### config.mk
export PLATFORM = sky130hd
export DESIGN_NAME = scr_config_status
export DESIGN_NICKNAME = d
export VERILOG_FILES = /design/src/scr_sync.v /design/src/scr_config_status.v
export VERILOG_INCLUDE_DIRS = /design/src /design/src/src
export SDC_FILE = /design/constraint.sdc
export NUM_CORES = 1
export LEC_CHECK = 0
export ABC_AREA = 1
export BUFFER_PORTS_ARGS = -buffer_cell sky130_fd_sc_hd__buf_4
export CORE_MARGIN = 2
export CORE_UTILIZATION = 55
export CTS_CLUSTER_SIZE = 16
export DETAILED_ROUTE_END_ITERATION = 16
export MAX_ROUTING_LAYER = met4
export PLACE_DENSITY = 0.73
export SLEW_MARGIN = 30
export SYNTH_ARGS = -nofsm -noshare
export SYNTH_HDL_FRONTEND = slang
export SYNTH_HIERARCHICAL = 1
export SYNTH_SLANG_ARGS = --single-unit
### constraint.sdc
create_clock -name core_clk_in -period 4.3 [get_ports core_clk_in]
set_input_delay 1.29 -clock core_clk_in [delete_from_list [all_inputs] [get_ports core_clk_in]]
set_output_delay 1.29 -clock core_clk_in [all_outputs]
set_load 0.05 [all_outputs]
### src/scr_regs.vh
`ifndef SCR_REGS_VH
`define SCR_REGS_VH

// register addresses
`define SCR_ADDR_CFG_RD 7'h00
`define SCR_ADDR_CFG_WR 7'h00
`define SCR_ADDR_TEMP_LSB 7'h01
`define SCR_ADDR_LOWER_TRIP_LIMIT_MSB 7'h06
`define SCR_ADDR_THIGH_LSB 7'h03
`define SCR_INVALID_BYTE 8'hff

// config/status bit positions
`define SCR_BIT_ZERO 7
`define SCR_BIT_NV_SEL 6
`define SCR_BIT_NV_BUSY 5
`define SCR_BIT_ONESHOT 4
`define SCR_BIT_TMODE 3
`define SCR_BIT_RES_HI 2
`define SCR_BIT_RES_LO 1
`define SCR_BIT_SD 0

// power-up and factory values
`define SCR_RST_NV_SEL 1'b0
`define SCR_RST_NV_BUSY 1'b0
`define SCR_RST_ONESHOT 1'b0
`define SCR_FACT_TMODE 1'b0
`define SCR_FACT_RES 2'h0
`define SCR_FACT_RES_HI 1'b0
`define SCR_FACT_RES_LO 1'b0
`define SCR_FACT_SD 1'b1

// resolution codes
`define SCR_RES_9 2'h0
`define SCR_RES_10 2'h1
`define SCR_RES_11 2'h2
`define SCR_RES_12 2'h3

// timing: core clock in kHz, times in ms
`define SCR_CLK_KHZ 40000
`define SCR_CONV_MS_9 25
`define SCR_CONV_MS_10 50
`define SCR_CONV_MS_11 100
`define SCR_CONV_MS_12 200
`define SCR_NV_WR_MS 10

// serial byte framing
`define SCR_BIT_CNT_LAST 3'h7
`define SCR_BIT_CNT_FIRST 3'h0

`endif

### src/scr_sync.v
`timescale 1ns/1ps
module scr_sync
(
   input wire clk_in,
   input wire nrst_in,
   input wire d_in,
   output reg q_out
);

reg s1;
reg s2;
reg s3;

// three stages; level taken once stages two and three agree
always @(posedge clk_in or negedge nrst_in)
begin
   if (!nrst_in)
   begin
      s1 <= 1'b0;
      s2 <= 1'b0;
      s3 <= 1'b0;
      q_out <= 1'b0;
   end
   else
   begin
      s1 <= d_in;
      s2 <= s1;
      s3 <= s2;
      if (s2 == s3)
         q_out <= s3;
   end
end

endmodule

### src/scr_config_status.v
`timescale 1ns/1ps
`include "scr_regs.vh"
module scr_config_status
#(
   parameter CNT_W = 23,
   parameter [31:0] CONV_CYC_9 = `SCR_CONV_MS_9 * `SCR_CLK_KHZ,
   parameter [31:0] CONV_CYC_10 = `SCR_CONV_MS_10 * `SCR_CLK_KHZ,
   parameter [31:0] CONV_CYC_11 = `SCR_CONV_MS_11 * `SCR_CLK_KHZ,
   parameter [31:0] CONV_CYC_12 = `SCR_CONV_MS_12 * `SCR_CLK_KHZ,
   parameter [31:0] NV_WR_CYC = `SCR_NV_WR_MS * `SCR_CLK_KHZ
)
(
   input wire core_clk_in,
   input wire nrst_in,
   input wire ce_in,
   input wire sclk_in,
   input wire sdi_in,
   input wire interface_select_in,
   input wire [7:0] ext_rd_data_in,
   input wire trip_level_in,
   input wire trip_event_in,
   output reg sdo_out,
   output reg sdo_oe_out,
   output reg [6:0] ext_addr_out,
   output reg ext_wr_strobe_out,
   output reg [7:0] ext_wr_data_out,
   output reg conv_active_out,
   output reg conv_done_out,
   output reg low_power_out,
   output reg [1:0] resolution_out,
   output reg thermostat_mode_out,
   output reg thermostat_alert_output_out,
   output reg [3:0] nv_image_out
);

localparam [2:0] S_IDLE = 3'b001;
localparam [2:0] S_ADDR = 3'b010;
localparam [2:0] S_DATA = 3'b100;
localparam [1:0] C_IDLE = 2'b01;
localparam [1:0] C_RUN = 2'b10;

// pin synchronisers
wire [3:0] pin_raw;
wire [3:0] pin_sync;
assign pin_raw = {interface_select_in, sdi_in, sclk_in, ce_in};

genvar gi;
generate
   for (gi = 0; gi < 4; gi = gi + 1)
   begin : g_sync
      scr_sync u_sync
      (
         .clk_in(core_clk_in),
         .nrst_in(nrst_in),
         .d_in(pin_raw[gi]),
         .q_out(pin_sync[gi])
      );
   end
endgenerate

wire ce_s;
wire sclk_s;
wire sdi_s;
wire mode_s;
assign ce_s = pin_sync[0];
assign sclk_s = pin_sync[1];
assign sdi_s = pin_sync[2];
assign mode_s = pin_sync[3];

// configuration state
reg nv_store_select;
reg nv_write_busy;
reg single_conversion_trigger;
reg thermostat_mode_select;
reg resolution_sel_hi;
reg resolution_sel_lo;
reg shutdown_select;
reg [3:0] nv_pending;
reg [31:0] nv_cnt;

// serial state
reg [2:0] ser_state;
reg ce_d;
reg sclk_d;
reg idle_level;
reg spi_mode;
reg is_write;
reg [2:0] bit_cnt;
reg [7:0] rx;
reg [7:0] tx;
reg [6:0] addr;

// conversion state
reg [1:0] conv_state;
reg [CNT_W-1:0] conv_cnt;

wire [7:0] cfg_byte;
assign cfg_byte = {1'b0, nv_store_select, nv_write_busy,
   single_conversion_trigger, thermostat_mode_select,
   resolution_sel_hi, resolution_sel_lo, shutdown_select};

wire sclk_edge;
wire latch_edge;
wire shift_edge;
assign sclk_edge = (sclk_s != sclk_d) && (ser_state != S_IDLE);
assign latch_edge = sclk_edge &&
   (spi_mode ? (sclk_s == idle_level) : sclk_s);
assign shift_edge = sclk_edge &&
   (spi_mode ? (sclk_s != idle_level) : !sclk_s);

wire [7:0] next_rx;
assign next_rx = spi_mode ? {rx[6:0], sdi_s} : {sdi_s, rx[7:1]};
wire byte_done;
assign byte_done = latch_edge && (bit_cnt == `SCR_BIT_CNT_LAST);

wire addr_valid;
assign addr_valid = (addr <= `SCR_ADDR_LOWER_TRIP_LIMIT_MSB);

reg [7:0] rd_byte;
always @*
begin
   if (addr == `SCR_ADDR_CFG_RD)
      rd_byte = cfg_byte;
   else if (addr_valid)
      rd_byte = ext_rd_data_in;
   else
      rd_byte = `SCR_INVALID_BYTE;
end

wire rd_start;
assign rd_start = (ser_state == S_DATA) && !is_write && shift_edge &&
   (bit_cnt == `SCR_BIT_CNT_FIRST);
wire rd_clear;
assign rd_clear = rd_start && addr_valid;
wire wr_done;
assign wr_done = (ser_state == S_DATA) && is_write && byte_done;
wire cfg_wr;
assign cfg_wr = wr_done && (addr == `SCR_ADDR_CFG_WR);
wire trip_wr;
assign trip_wr = wr_done && (addr >= `SCR_ADDR_THIGH_LSB) &&
   (addr <= `SCR_ADDR_LOWER_TRIP_LIMIT_MSB);

// serial slave, alive in every conversion state
always @(posedge core_clk_in or negedge nrst_in)
begin
   if (!nrst_in)
   begin
      ser_state <= S_IDLE;
      ce_d <= 1'b0;
      sclk_d <= 1'b0;
      idle_level <= 1'b0;
      spi_mode <= 1'b0;
      is_write <= 1'b0;
      bit_cnt <= `SCR_BIT_CNT_FIRST;
      rx <= 8'h00;
      tx <= 8'h00;
      addr <= 7'h00;
      sdo_out <= 1'b0;
      sdo_oe_out <= 1'b0;
      ext_addr_out <= 7'h00;
      ext_wr_strobe_out <= 1'b0;
      ext_wr_data_out <= 8'h00;
   end
   else
   begin
      ce_d <= ce_s;
      sclk_d <= sclk_s;
      ext_wr_strobe_out <= 1'b0;
      ext_addr_out <= addr;
      case (ser_state)
         S_IDLE:
         begin
            sdo_oe_out <= 1'b0;
            bit_cnt <= `SCR_BIT_CNT_FIRST;
            if (ce_s && !ce_d)
            begin
               idle_level <= sclk_s;
               spi_mode <= mode_s;
               ser_state <= S_ADDR;
            end
         end
         S_ADDR:
         begin
            if (latch_edge)
            begin
               rx <= next_rx;
               bit_cnt <= bit_cnt + 3'h1;
            end
            if (byte_done)
            begin
               addr <= next_rx[6:0];
               is_write <= next_rx[7];
               ser_state <= S_DATA;
            end
         end
         S_DATA:
         begin
            if (latch_edge)
            begin
               rx <= next_rx;
               bit_cnt <= bit_cnt + 3'h1;
            end
            if (rd_start)
            begin
               sdo_oe_out <= 1'b1;
               sdo_out <= spi_mode ? rd_byte[7] : rd_byte[0];
               tx <= spi_mode ? {rd_byte[6:0], 1'b0} :
                  {1'b0, rd_byte[7:1]};
            end
            else if (shift_edge && !is_write)
            begin
               sdo_out <= spi_mode ? tx[7] : tx[0];
               tx <= spi_mode ? {tx[6:0], 1'b0} : {1'b0, tx[7:1]};
            end
            if (byte_done)
               addr <= addr + 7'h01;
            if (trip_wr)
            begin
               ext_wr_strobe_out <= 1'b1;
               ext_wr_data_out <= next_rx;
            end
         end
         default:
            ser_state <= S_IDLE;
      endcase
      if (!ce_s)
      begin
         ser_state <= S_IDLE;
         sdo_oe_out <= 1'b0;
      end
   end
end

// configuration register, one-shot, EEPROM commit
wire nv_commit;
assign nv_commit = (cfg_wr && nv_store_select) || trip_wr;
wire conv_finish;
assign conv_finish = (conv_state == C_RUN) && (conv_cnt == {CNT_W{1'b0}});
wire oneshot_set;
assign oneshot_set = cfg_wr && shutdown_select &&
   next_rx[`SCR_BIT_ONESHOT];
wire sd_enter;
assign sd_enter = cfg_wr && !shutdown_select && next_rx[`SCR_BIT_SD];

always @(posedge core_clk_in or negedge nrst_in)
begin
   if (!nrst_in)
   begin
      nv_store_select <= `SCR_RST_NV_SEL;
      nv_write_busy <= `SCR_RST_NV_BUSY;
      single_conversion_trigger <= `SCR_RST_ONESHOT;
      thermostat_mode_select <= `SCR_FACT_TMODE;
      resolution_sel_hi <= `SCR_FACT_RES_HI;
      resolution_sel_lo <= `SCR_FACT_RES_LO;
      shutdown_select <= `SCR_FACT_SD;
      nv_pending <= {`SCR_FACT_TMODE, `SCR_FACT_RES, `SCR_FACT_SD};
      nv_image_out <= {`SCR_FACT_TMODE, `SCR_FACT_RES, `SCR_FACT_SD};
      nv_cnt <= 32'h0;
   end
   else
   begin
      if (cfg_wr)
      begin
         // zero and busy bits not writable
         nv_store_select <= next_rx[`SCR_BIT_NV_SEL];
         thermostat_mode_select <= next_rx[`SCR_BIT_TMODE];
         resolution_sel_hi <= next_rx[`SCR_BIT_RES_HI];
         resolution_sel_lo <= next_rx[`SCR_BIT_RES_LO];
         shutdown_select <= next_rx[`SCR_BIT_SD];
      end
      if (oneshot_set)
         single_conversion_trigger <= 1'b1;
      else if (conv_finish)
         single_conversion_trigger <= 1'b0;
      if (nv_commit)
      begin
         nv_write_busy <= 1'b1;
         nv_cnt <= NV_WR_CYC - 32'h1;
         if (cfg_wr)
            nv_pending <= {next_rx[`SCR_BIT_TMODE],
               next_rx[`SCR_BIT_RES_HI], next_rx[`SCR_BIT_RES_LO],
               next_rx[`SCR_BIT_SD]};
         else
            nv_pending <= {thermostat_mode_select,
               resolution_sel_hi, resolution_sel_lo, shutdown_select};
      end
      else if (nv_write_busy)
      begin
         if (nv_cnt == 32'h0)
         begin
            nv_write_busy <= 1'b0;
            nv_image_out <= nv_pending;
         end
         else
            nv_cnt <= nv_cnt - 32'h1;
      end
   end
end

// conversion timing per resolution
reg [31:0] sel_cyc;
always @*
begin
   case ({resolution_sel_hi, resolution_sel_lo})
      `SCR_RES_9: sel_cyc = CONV_CYC_9;
      `SCR_RES_10: sel_cyc = CONV_CYC_10;
      `SCR_RES_11: sel_cyc = CONV_CYC_11;
      `SCR_RES_12: sel_cyc = CONV_CYC_12;
      default: sel_cyc = CONV_CYC_9;
   endcase
end
wire [31:0] sel_cnt;
assign sel_cnt = sel_cyc - 32'h1;

always @(posedge core_clk_in or negedge nrst_in)
begin
   if (!nrst_in)
   begin
      conv_state <= C_IDLE;
      conv_cnt <= {CNT_W{1'b0}};
      conv_active_out <= 1'b0;
      conv_done_out <= 1'b0;
      low_power_out <= 1'b1;
   end
   else
   begin
      conv_done_out <= 1'b0;
      case (conv_state)
         C_IDLE:
         begin
            // continuous or a pending one-shot
            if (!shutdown_select || single_conversion_trigger)
            begin
               conv_state <= C_RUN;
               conv_cnt <= sel_cnt[CNT_W-1:0];
               conv_active_out <= 1'b1;
               low_power_out <= 1'b0;
            end
            else
               low_power_out <= 1'b1;
         end
         C_RUN:
         begin
            // shutdown does not abort a running conversion
            if (conv_finish)
            begin
               conv_done_out <= 1'b1;
               conv_active_out <= 1'b0;
               conv_state <= C_IDLE;
            end
            else
               conv_cnt <= conv_cnt - {{(CNT_W-1){1'b0}}, 1'b1};
         end
         default:
            conv_state <= C_IDLE;
      endcase
   end
end

// alert output and mode/resolution outputs
always @(posedge core_clk_in or negedge nrst_in)
begin
   if (!nrst_in)
   begin
      thermostat_alert_output_out <= 1'b0;
      thermostat_mode_out <= `SCR_FACT_TMODE;
      resolution_out <= `SCR_FACT_RES;
   end
   else
   begin
      thermostat_mode_out <= thermostat_mode_select;
      resolution_out <= {resolution_sel_hi, resolution_sel_lo};
      if (!thermostat_mode_select)
         thermostat_alert_output_out <= trip_level_in;
      else if (trip_event_in)
         thermostat_alert_output_out <= 1'b1;
      else if (rd_clear || sd_enter)
         thermostat_alert_output_out <= 1'b0;
   end
end

endmodule

==> impl_metrics.py <==
metrics = {
    "power": {
        "peakVddDrop_v": 0.000334,
        "p_per_area_nw_per_um2": 371,
        "p_leak_uw": 0.00495,
    },
    "critical_path": {
        "worst-setup-path-type": "reg -> reg",
        "end_kind": "flop",
        "cp_max_fo": 25,
        "worstPathArrival_ns": 3.30,
        "crit_required_ns": 4.58,
        "crit_slowest_cell": "ha_1",
        "reg2reg_to": "conv_cnt[14]",
        "reg2reg_from": "conv_state[0]",
        "worst_setup_path_start_kind": "flop",
        "cp_slowest_stage_delay_ns": 0.73,
        "cp_cell_sequence": "inv_1 > ha_1 > nand4_1 > nand2_2 > clkinv_1 > nand3_1 > o21ai_0",
        "rrSetupSlack_ns": 1.28,
        "reg2reg_depth": 7,
    },
    "global_route": {
        "grt_max_degree": 94,
        "grt_pass1_wl_mm": 31.1,
        "grt_usage": 0.252,
        "antenna_found_initial": 0,
        "first_global_vias": 6355,
        "overflow": 0,
    },
    "worst_hold_path": {
        "whs_path_depth": 0,
        "hp-class": "reg -> reg",
        "hold_start": "g_sync[1].u_sync/s1",
        "whs_endpoint": "g_sync[1].u_sync/s2",
    },
    "logic_synthesis": {
        "synth_edf_count": 0,
        "synthArstFlopShare": 1.00,
        "synth_top_area_frac": 0.433,
        "synth_area_um2": 8150,
        "syn-num-nets": 1108,
        "ys_seq_elements": 147,
        "ys_types": 45,
        "yosysSeqAreaShare": 0.452,
        "yosys.area.top_type": "dfrtp_1",
        "ys_warn_count": 6,
        "synth_cells": 1075,
        "syn_area_per_cell_um2": 7.58,
        "synth.top_cells.by_area": "dfrtp_1 43%, nand2_1 13%, nor2_1 6.6%",
        "synth-main-ff-cell": "dfrtp_1",
    },
    "placement": {
        "port_buffers": 44,
        "globalplace.congestion": 0.923,
        "post-place-ws_ns": 1.33,
        "dp_hpwl_mm": 13.4,
    },
    "layout": {
        "area_growth_pct": 12.2,
        "n_fill_cell": 1293,
        "fin_nets": 1146,
        "antennaDiodeCount": 0,
        "drive_above_1_share": 0.105,
        "final_core_util": 0.632,
    },
    "floorplan": {
        "die_area_um2": 15800,
        "io_pins": 45,
        "start_util": 0.563,
        "rows": 44,
        "fp.coreArea_um2": 14500,
        "die_y_um": 126,
        "die_x_um": 126,
    },
    "clock_tree": {
        "cts_tree": "yes",
        "cts_inserted_buffers": 17,
        "post-cts-setup-buffers": 0,
        "cts.sinks": 147,
        "clk_pin_slew_worst_paths_ns": 0.06,
        "post_cts_resize_count": 0,
        "htree_num_levels": 4,
        "root_buffer": "clkbuf_16",
        "ctsLongestPathBuffers": 2,
        "clk_latency_ns": 0.42,
        "holdBufCountCts": 0,
    },
    "timing": {
        "finalClockSkew_ns": 0.00699,
        "fmax_mhz": 331,
        "finalCritPeriodShare": 0.702,
        "max-slew-margin-rel": 0.424,
        "worst_slew_pin_slew_ns": 0.865,
        "slew_violations": 0,
        "setup_viol": 0,
        "grt_setup_unrepaired": "no",
        "fin_ws_ns": 1.28,
        "min_period_ns": 3.02,
        "hold_viol_final": 0,
        "fin_setup_tns_ns": 0,
    },
    "detailed_routing": {
        "routed_wl_mm": 18.5,
        "first_iter_violations": 610,
        "post_drt_wl_per_cell_um": 14.1,
        "first_pass_iters": 5,
        "routed-via-count": 6968,
        "drc": 0,
        "via_per_inst": 5.32,
        "ant_nets": 0,
    },
    "flow_run": {
        "cap_violations": 0,
    },
    "status": {
        "status": "complete, no violations",
    },
}
worst max path at each step:
stage              endpoint  cells past startpoint          start
2_1_floorplan  conv_cnt[14]                     12  conv_state[0]
3_3_place_gp   conv_cnt[19]                      9  conv_state[0]
3_5_place_dp   conv_cnt[19]                      9  conv_state[0]
4_1_cts        conv_cnt[14]                      7  conv_state[0]
5_1_grt        conv_cnt[19]                      9  conv_state[0]
6_report       conv_cnt[14]                      7  conv_state[0]
report_power, final:
group / switching (uW) / internal, uW / leakage [uW]
Clock: 598 / 804 / 0.000263
Combinational: 294 / 139 / 0.00276
Sequential: 90.5 / 1460 / 0.00192
Total: 982 / 2410 / 0.00495
through the flow:
step                      hold slack [ns]  std cells  total power [uW]  cell area (um^2)
after detailed placement            0.339       1278              2010              8590
after global routing                0.357       1310              3550              9140
after floorplan                     0.331       1075              1870              8150
after global placement              0.333       1278              2000              8590
after CTS                           0.353       1310              3420              9140
final                               0.351       1310              3390              9140
layout by cell type (no fill, tap or decap), types with 2 or more instances in the layout:
cell type,count
or2_2,3
inv_1,133
nor3b_1,2
dfrtp_1,141
clkbuf_1,2
nand4_1,17
o22ai_1,10
a31oi_1,4
nand3_4,3
inv_2,8
nor2_1,143
buf_4,45
inv_6,4
nand3b_1,14
nand3_2,2
xnor2_1,4
a22oi_1,2
o211ai_1,16
o21bai_1,2
nor2_2,3
a21oi_1,17
dfstp_2,6
o21ai_1,7
nor2_4,3
clkinv_2,2
nand2_2,6
xor2_1,20
clkbuf_16,17
ha_1,17
o21ai_0,85
nand2_1,283
nor3_1,11
clkinvlp_4,4
o21a_1,6
nand3_1,68
synthesized netlist by cell type (all sizes together) (2+ instances only):
master  count
nand3      73
buf        21
nand4      17
a22oi       2
clkbuf      7
o21a        6
nand3b     14
nand2     290
xor2       20
o211ai     16
ha         17
nor3b       2
o21ai      93
o22ai      10
nor3       13
dfstp       6
a31oi       4
dfrtp     141
nor2      150
or2         4
o21bai      2
xnor2       4
a21oi      17
inv       141
registers in the layout, summed over array words and instances (netlist names), 4 cells and up:
name                 count
g_sync.u_sync/s2         4
nv_pending               4
tx                       8
g_sync.u_sync/s3         4
conv_cnt                23
g_sync.u_sync/s1         4
ext_wr_data_out          8
addr                     7
g_sync.u_sync/q_out      4
ext_addr_out             7
nv_cnt                  32
rx                       8
nv_image_out             4
area by class of cell:
class	count	area [um^2]	area share
tap	184	230	0.0252
inverter	142	533	0.0583
timing repair buffer	47	369	0.0404
clock buffer	19	433	0.0473
clock inverter	13	125	0.0137
multi-input combinational	758	3770	0.412
sequential	147	3690	0.403
cell families after synthesis:
family / count (synthesis) / synth area share
adders and majority gates: 17 / 0.0261
and+or+nand+nor: 563 / 0.303
xor gates and xnor gates: 24 / 0.0258
muxes: 1 / 0.00123
AOI/OAI and AO/OA: 153 / 0.106
buffers and inverters: 170 / 0.0852
DFF: 147 / 0.452
metal layers:
layer	track usage	share of wire
met3	0.0450	0.038
met1	0.342	0.47
met4	0.0902	0.023
met2	0.385	0.47
met5	-	0
worst max-delay path: cells and delay by family (launching register included):
kind                     cells  cell delay (ns)
AND/OR/NAND/NOR              3             0.98
adder cells (fa/ha/maj)      1             0.73
buffers and inverters        2             0.69
flip-flops                   1             0.37
AO/OA/AOI/OAI                1             0.10
Note: power is estimated with default switching activity, not from simulation.
